==> src/hdl/plc_params.svh <==
`ifndef PLC_PARAMS_SVH
`define PLC_PARAMS_SVH

// Register offsets
`define PLC_ADDR_LED_COMMON  8'h78
`define PLC_ADDR_LED0_REF    8'h79
`define PLC_ADDR_LED0_CTL    8'h7A
`define PLC_ADDR_LED1_CTL    8'h7B
`define PLC_ADDR_LED2_CTL    8'h7C
`define PLC_ADDR_PFAIL       8'h7D
`define PLC_ADDR_BOOT_CFG    8'h7E
`define PLC_ADDR_STAY_ON     8'h7F
`define PLC_ADDR_PWR_CMD     8'h80
`define PLC_ADDR_BUCK_CFG    8'h81
`define PLC_ADDR_LOCK_MASK   8'h83
`define PLC_ADDR_LOCK_PASS   8'h84

// Power command codes
`define PLC_CMD_OFF          8'hB2
`define PLC_CMD_HARD_RESET   8'hC3
`define PLC_CMD_SOFT_RESET   8'hD4
`define PLC_CMD_SEAL         8'hE5
`define PLC_CMD_BATT_RECOV   8'hF6

// Lock password codes
`define PLC_PASS_UNLOCK      8'h55
`define PLC_PASS_LOCK        8'hAA

// Seal allowed configurations
`define PLC_SEAL_CFG_A       4'hB
`define PLC_SEAL_CFG_B       4'hC

// Reset values
`define PLC_RST_LED_CTL      8'h00
`define PLC_RST_LED_REF      2'h0
`define PLC_RST_BUCK_CFG     8'h00
`define PLC_RST_LOCK_MASK    8'h00
`define PLC_RST_LOCK_STATE   8'h00

// Stay-on window: 5 s at 40 MHz
`define PLC_STAY_ON_S        5
`define PLC_CLK_HZ           40000000
`define PLC_STAY_ON_CYCLES   (`PLC_STAY_ON_S * `PLC_CLK_HZ)

// Boost loop increment limit in mV
`define PLC_BOOST_MAX_MV     5000

`endif

==> src/hdl/plc_pkg.sv <==
package plc_pkg;

	typedef enum logic [1:0] {
		PLC_STEP_0P6,
		PLC_STEP_1P0,
		PLC_STEP_1P2,
		PLC_STEP_RSVD
	} plc_step_t;

	typedef struct packed {
		logic [2:0] enable_select;
		logic [4:0] current_code;
	} plc_led_ctl_t;

	typedef struct packed {
		logic [1:0] forced_dcm;
		logic [2:0] dvs_valley;
		logic [2:0] low_bandwidth;
	} plc_buck_t;

	typedef struct packed {
		logic       valid;
		logic       off_mode;
		logic       hard_reset;
		logic       soft_reset;
		logic       seal_mode;
		logic       batt_recovery;
	} plc_cmd_t;

	typedef enum logic [1:0] {
		PLC_ST_WAIT,
		PLC_ST_CONFIRMED,
		PLC_ST_EXPIRED
	} plc_stay_t;

	typedef struct packed {
		logic [2:0]   rst_sync;
		plc_led_ctl_t [2:0] led;
		logic [1:0]   led_ref;
		logic         boost_loop;
		plc_step_t    step;
		plc_buck_t    buck;
		logic [7:0]   lock_mask;
		logic [7:0]   lock_state;
		logic [7:0]   cmd_reg;
		plc_stay_t    stay;
		logic         stay_on;
		logic [27:0]  stay_cnt;
		logic         shutdown;
		plc_cmd_t     cmd;
		logic [2:0]   led_on;
		logic [1:0]   dropout_ref;
		logic [7:0]   rdata;
		logic [1:0]   pf_s1;
		logic [1:0]   pf_s2;
		logic [4:0]   mpc_s1;
		logic [4:0]   mpc_s2;
		logic         chg_s1;
		logic         chg_s2;
	} plc_state_t;

endpackage

==> src/hdl/plc_regs.sv <==
`timescale 1ns/1ps
`include "plc_params.svh"
module plc_regs
	import plc_pkg::*;
#(
	parameter int unsigned STAY_ON_CYCLES = `PLC_STAY_ON_CYCLES
) (
	// Clock and reset
	input  wire logic       clk,
	input  wire logic       resetn,
	// Register port from the serial slave
	input  wire logic       reg_wr,
	input  wire logic       reg_rd,
	input  wire logic [7:0] reg_addr,
	input  wire logic [7:0] reg_wdata,
	output logic      [7:0] reg_rdata,
	// Pins and internal status
	input  wire logic [1:0] power_fail_in,
	input  wire logic [4:0] multipurpose_pin,
	input  wire logic       charger_status,
	input  wire logic [3:0] power_reset_config,
	input  wire logic       soft_reset_policy,
	input  wire logic [1:0] boot_delay_select,
	input  wire logic       uvlo_retry_select,
	input  wire logic       harvester_enable,
	// Analog controls
	output logic [2:0]      led_sink_on,
	output plc_led_ctl_t [2:0] led_ctl,
	output plc_step_t       led_current_step,
	output logic            boost_closed_loop_enable,
	output logic [1:0]      led0_dropout_select,
	output plc_buck_t       buck_cfg,
	output logic [7:0]      lock_state,
	// Power commands, one-cycle pulses
	output plc_cmd_t        power_cmd,
	output logic            stay_on_shutdown
);

	plc_state_t s_q;
	plc_state_t s_d;
	logic       rst_n;
	logic       wr_cmd;

	assign rst_n = s_q.rst_sync[1];

	always_comb begin
		s_d = s_q;
		s_d.rst_sync = {s_q.rst_sync[1:0], 1'b1};
		// Pin synchronisers
		s_d.pf_s1  = power_fail_in;
		s_d.pf_s2  = s_q.pf_s1;
		s_d.mpc_s1 = multipurpose_pin;
		s_d.mpc_s2 = s_q.mpc_s1;
		s_d.chg_s1 = charger_status;
		s_d.chg_s2 = s_q.chg_s1;
		s_d.cmd    = '0;
		wr_cmd = 1'b0;

		if (reg_wr) begin
			unique case (reg_addr)
				`PLC_ADDR_LED_COMMON: begin
					s_d.boost_loop = reg_wdata[7];
					s_d.step       = plc_step_t'(reg_wdata[1:0]);
				end
				`PLC_ADDR_LED0_REF:  s_d.led_ref = reg_wdata[1:0];
				`PLC_ADDR_LED0_CTL:  s_d.led[0]  = reg_wdata;
				`PLC_ADDR_LED1_CTL:  s_d.led[1]  = reg_wdata;
				`PLC_ADDR_LED2_CTL:  s_d.led[2]  = reg_wdata;
				`PLC_ADDR_STAY_ON: begin
					if (s_q.stay == PLC_ST_WAIT && reg_wdata[0]) begin
						s_d.stay_on = 1'b1;
						s_d.stay    = PLC_ST_CONFIRMED;
					end
				end
				`PLC_ADDR_PWR_CMD: begin
					s_d.cmd_reg = reg_wdata;
					wr_cmd      = 1'b1;
				end
				`PLC_ADDR_BUCK_CFG:  s_d.buck      = reg_wdata;
				`PLC_ADDR_LOCK_MASK: s_d.lock_mask = reg_wdata;
				`PLC_ADDR_LOCK_PASS: begin
					if (reg_wdata == `PLC_PASS_UNLOCK) begin
						s_d.lock_state = s_q.lock_state & s_q.lock_mask;
					end else if (reg_wdata == `PLC_PASS_LOCK) begin
						s_d.lock_state = s_q.lock_state | ~s_q.lock_mask;
					end
				end
				default: ;
			endcase
		end

		// Command decode one cycle after the write, then self-clear
		if (s_q.cmd_reg != 8'h00) begin
			unique case (s_q.cmd_reg)
				`PLC_CMD_OFF:        s_d.cmd.off_mode   = 1'b1;
				`PLC_CMD_HARD_RESET: s_d.cmd.hard_reset = 1'b1;
				`PLC_CMD_SOFT_RESET: s_d.cmd.soft_reset = 1'b1;
				`PLC_CMD_SEAL: begin
					s_d.cmd.seal_mode = (power_reset_config == `PLC_SEAL_CFG_A) ||
						(power_reset_config == `PLC_SEAL_CFG_B);
				end
				`PLC_CMD_BATT_RECOV: s_d.cmd.batt_recovery = harvester_enable;
				default: ;
			endcase
			if (!wr_cmd) begin
				s_d.cmd_reg = 8'h00;
			end
		end
		s_d.cmd.valid = s_d.cmd.off_mode | s_d.cmd.hard_reset | s_d.cmd.soft_reset |
			s_d.cmd.seal_mode | s_d.cmd.batt_recovery;

		// Stay-on watchdog
		s_d.shutdown = 1'b0;
		if (s_q.stay == PLC_ST_WAIT && s_d.stay == PLC_ST_WAIT) begin
			if (s_q.stay_cnt >= 28'(STAY_ON_CYCLES - 1)) begin
				s_d.stay     = PLC_ST_EXPIRED;
				s_d.shutdown = 1'b1;
			end else begin
				s_d.stay_cnt = s_q.stay_cnt + 28'h0000001;
			end
		end

		// LED enable decode
		for (int i = 0; i < 3; i++) begin
			unique case (s_q.led[i].enable_select)
				3'h0:    s_d.led_on[i] = 1'b0;
				3'h1:    s_d.led_on[i] = 1'b1;
				3'h2:    s_d.led_on[i] = s_q.chg_s2;
				default: s_d.led_on[i] = s_q.mpc_s2[s_q.led[i].enable_select - 3'h3];
			endcase
		end
		// Dropout reference follows the loop bit in the same cycle, no stale value
		s_d.dropout_ref = s_d.boost_loop ? s_d.led_ref : 2'h0;

		// Read data
		s_d.rdata = 8'h00;
		if (reg_rd) begin
			unique case (reg_addr)
				`PLC_ADDR_LED_COMMON: s_d.rdata = {s_q.boost_loop, 5'h00, s_q.step};
				`PLC_ADDR_LED0_REF:   s_d.rdata = {6'h00, s_q.led_ref};
				`PLC_ADDR_LED0_CTL:   s_d.rdata = s_q.led[0];
				`PLC_ADDR_LED1_CTL:   s_d.rdata = s_q.led[1];
				`PLC_ADDR_LED2_CTL:   s_d.rdata = s_q.led[2];
				`PLC_ADDR_PFAIL:      s_d.rdata = {6'h00, s_q.pf_s2};
				`PLC_ADDR_BOOT_CFG:   s_d.rdata = {power_reset_config, soft_reset_policy,
					boot_delay_select, uvlo_retry_select};
				`PLC_ADDR_STAY_ON:    s_d.rdata = {7'h00, s_q.stay_on};
				`PLC_ADDR_PWR_CMD:    s_d.rdata = s_q.cmd_reg;
				`PLC_ADDR_BUCK_CFG:   s_d.rdata = s_q.buck;
				`PLC_ADDR_LOCK_MASK:  s_d.rdata = s_q.lock_mask;
				`PLC_ADDR_LOCK_PASS:  s_d.rdata = s_q.lock_state;
				default:              s_d.rdata = 8'h00;
			endcase
		end
	end

	always_ff @(posedge clk or negedge resetn) begin
		if (!resetn) begin
			s_q          <= '0;
			s_q.step     <= PLC_STEP_0P6;
			s_q.stay     <= PLC_ST_WAIT;
			s_q.buck     <= `PLC_RST_BUCK_CFG;
			s_q.lock_mask <= `PLC_RST_LOCK_MASK;
		end else if (!rst_n) begin
			s_q          <= '0;
			s_q.rst_sync <= s_d.rst_sync;
			s_q.stay     <= PLC_ST_WAIT;
		end else begin
			s_q <= s_d;
		end
	end

	assign reg_rdata                = s_q.rdata;
	assign led_sink_on              = s_q.led_on;
	assign led_ctl                  = s_q.led;
	assign led_current_step         = s_q.step;
	assign boost_closed_loop_enable = s_q.boost_loop;
	assign led0_dropout_select      = s_q.dropout_ref;
	assign buck_cfg                 = s_q.buck;
	assign lock_state               = s_q.lock_state;
	assign power_cmd                = s_q.cmd;
	assign stay_on_shutdown         = s_q.shutdown;

endmodule

==> config.mk <==
export PLATFORM = sky130hd
export DESIGN_NAME = plc_regs
export DESIGN_NICKNAME = d
export VERILOG_FILES = /design/src/hdl/plc_pkg.sv /design/src/hdl/plc_regs.sv
export VERILOG_INCLUDE_DIRS = /design/src /design/src/hdl
export SDC_FILE = /design/constraint.sdc
export NUM_CORES = 1
export LEC_CHECK = 0
export ABC_AREA = 1
export BUFFER_PORTS_ARGS = -buffer_cell sky130_fd_sc_hd__buf_4
export CAP_MARGIN = 5
export CORE_MARGIN = 2
export CORE_UTILIZATION = 59
export CTS_CLUSTER_DIAMETER = 80
export CTS_CLUSTER_SIZE = 28
export DETAILED_ROUTE_END_ITERATION = 6
export GPL_TIMING_DRIVEN = 0
export PLACE_DENSITY = 0.91
export SYNTH_ARGS = -nofsm -noshare
export SYNTH_HDL_FRONTEND = slang
export SYNTH_SLANG_ARGS = --single-unit
==> constraint.sdc <==
create_clock -name clk -period 2.4 [get_ports clk]
set_clock_uncertainty 0.2 [all_clocks]
set_input_delay 0.12 -clock clk [delete_from_list [all_inputs] [get_ports clk]]
set_output_delay 0.12 -clock clk [all_outputs]
set_load 0.01 [all_outputs]
==> qor.yml <==
status: "finished, final reports clean"
critPathMaxFanout: 10
synth_top_area_share_pct: 40.2
dp_cells: 1347
start_util_pct: 60.8
drive_gt1_share_pct: 23.7
crit_slowest_cell: "dlygate4sd3_1"
grt_pass1_wl_mm: 36.4
ant_nets: 0
tightestPinTransition_ps: 683
slew_headroom_pct: 54.5
fillCellCount: 966
grtUsageMet1_pct: 41.1
gr-usage-met3_pct: 5.40
ys_top_cells_by_area: "dfrtp_1 40%, nand2_1 13%, buf_4 6.6%, nor2_1 6.0%, nand3_1 5.9%"
gp_congestion: 0.989
portBuffers: 98
crit_path_cell_trace: "dlygate4sd3_1 > buf_4 > nor3_4 > buf_6 > buf_4 > nand3_1 > nand4_1 > nor2_1 > nor2_1 > dlygate4sd3_1"
rows: 42
finalCriticalPeriod_ps: 2300
required_ps: 2560
clkTransAtPathRegs_ps: 60
synth_edf_count: 0
slowest_delay_ps: 550
vias: 7792
dieArea_um2: 14700
finalWirelength_mm: 23.1
timing.critical_path.buf_inv: 5
critical_path_class: "in2reg"
endpoint_kind: "flop"
arrival_ps: 2460
grt_usage_pct: 32.6
cts_setup_buffers: 0
synthCells: 1072
drt-initial-drc-count: 934
numCtsBuffers: 17
leakage_nw: 5.14
tritoncts: "built"
yosysWarnings: 0
synth-async-reset-ratio_pct: 100
slew_violations: 0
core_um2: 13300
startpoint: "reg_addr[5]"
gr-total-overflow: 0
r2r-start: "s_q[36]$_DFFE_PN0P_"
finalCritPeriodShare_pct: 95.7
vdd_drop_max_mv: 0.441
nets: 1271
synth_top_cells_by_count: "281 x nand2_1, 130 x dfrtp_1, 129 x nor2_1, 106 x inv_1, 95 x nand3_1"
synth.most_common_cell: "nand2_1"
grt_use_met2_pct: 55.2
p_per_area_nw_per_um2: 511
routed_via_density: 5.53
finalNonFillerCells: 1410
final_hold_viol_count: 0
clkLatencyLatePin_ps: 430
grt_max_degree: 79
worstSetupStartpointType: "input pin"
area_delta_synth_final_pct: 22.7
drc_errors: 0
finalSetupViolCount: 0
grt_pass1_vias: 7200
io_pins: 100
synth_seq_cells: 130
clock-root-buffer: "clkbuf_16"
top_usage_layer: "met2"
synth_top_cell_by_area: "dfrtp_1"
path_delay_family: "buffers and inverters"
clk_path_buf_depth: 2
drv_cap: 0
synth_nets: 1122
cts_htree_levels: 4
clock.fmax_mhz: 435
ys_seq_area_share_pct: 40.2
cts_sinks: 130
diodes: 0
antenna_found_initial: 0
hp-class: "in2async"
ys_dominant_reg_cell: "dfrtp_1"
fin_setup_tns_ps: 0
yosysUniqueCellTypes: 47
die_height_um: 121
power.total_mw: 5.07
wire_per_inst_um: 16.4
grt_setup_unrepaired: "no"
syn_avg_cell_area_um2: 7.54
post-dp-hpwl_mm: 16.6
dr.pass1.iters: 6
die_x_um: 121
syn_area_um2: 8090
placed cells by master, fill, tap and decap left out, types with 2 or more instances in the layout:
| cell | instances |
|---|---|
| a21oi_1 | 8 |
| a21oi_2 | 2 |
| a21oi_4 | 2 |
| and3_1 | 2 |
| buf_1 | 2 |
| buf_12 | 2 |
| buf_2 | 5 |
| buf_4 | 167 |
| buf_6 | 4 |
| clkbuf_1 | 7 |
| clkbuf_16 | 17 |
| clkinv_2 | 9 |
| clkinvlp_4 | 4 |
| dfrtp_1 | 130 |
| dlygate4sd3_1 | 31 |
| ha_1 | 13 |
| inv_1 | 106 |
| inv_2 | 9 |
| inv_6 | 2 |
| nand2_1 | 280 |
| nand2_2 | 12 |
| nand2_4 | 4 |
| nand3_1 | 95 |
| nand3_2 | 20 |
| nand4_1 | 47 |
| nor2_1 | 129 |
| nor2_2 | 5 |
| nor2_4 | 6 |
| nor3_1 | 8 |
| nor3_2 | 2 |
| nor3_4 | 2 |
| o21ai_0 | 51 |
| o21ai_1 | 6 |
| o21bai_1 | 7 |
| o221ai_1 | 3 |
| or2_2 | 9 |
| xor2_1 | 9 |
cell families (layout without fill, tap and decap cells):
family / Yosys count / in the layout / synth area share (%)
buffers and inverters: 207 / 369 / 13.6
AO/OA/AOI/OAI: 85 / 85 / 6.36
other: 1 / 1 / 0.0464
adder cells (fa/ha/maj): 13 / 13 / 2.01
XOR/XNOR: 9 / 9 / 0.975
AND/OR/NAND/NOR: 627 / 627 / 36.8
flip-flops: 130 / 130 / 40.2
layout make-up:
cell class / instances / area (um^2) / area share [%]
well taps: 176 / 220 / 2.22
repair buffers: 130 / 1080 / 10.9
multi-input cells: 735 / 3740 / 37.7
flip-flops and latches: 130 / 3250 / 32.8
clock buffers: 19 / 443 / 4.46
clock inverters: 13 / 86.3 / 0.870
inverters: 119 / 450 / 4.54
plain buffers: 88 / 654 / 6.59
repair_timing:
action / 4_1_cts / 5_1_grt
resized for setup: 0 / 3
hold buffers: 31 / 0
hold endpoints to repair: 173 / 0
endpoints found under the setup margin: 0 / 1
registers in the layout, indices dropped and copies added, names as in the netlist:
signal and count:
rst_n 1, led0_dropout_select 2, buck_cfg 8, led_current_step 2
reg_rdata 8, lock_state 8, power_cmd 6, led_ctl 24
stay_on_shutdown 1, s_d 9, boost_closed_loop_enable 1, led_sink_on 3
s_q 57
metrics by stage:
| stage | setup slack [ps] | hold WS (ps) | cell area (um^2) | utilization (%) |
|---|---|---|---|---|
| CTS | 65.9 | 9.00 | 9910 | 74.6 |
| global placement | 223 | 108 | 9040 | 68.0 |
| global route | 23.4 | 39.3 | 9930 | 74.7 |
| finish | 102 | 12.1 | 9930 | 74.7 |
| detailed placement | 201 | -98.2 | 9070 | 68.3 |
| floorplan | 472 | -376 | 8090 | - |
report_power, final:
group          internal [mW]  switching, mW
registers               2.24         0.0414
clock network           1.34           1.01
logic                  0.178          0.268
per-layer routing:
metal  routed length (um)  up-vias
met3                 1850       66
met5                    0        -
li1                     -     3693
met2                11400      398
met4                  796        0
met1                 9010     3635
path summary, 6_finish.rpt:
path | end | slack [ps] | cells after the start
max | reg_rdata[3]$_DFF_PN0_ | 100 | 10
min | power_cmd[0]$_DFF_PN0_ | 10 | 2
max reg2reg | s_q[39]$_DFFE_PN0P_ | 180 | 12
min reg2reg | rst_n$_DFF_PN0_ | 150 | 0
max in group asynchronous | s_q[47]$_DFFE_PN0P_ | 1250 | 3
min in group clk | led_ctl[18]$_DFFE_PN0P_ | 20 | 5
Note: power is estimated with default switching activity, not from simulation.
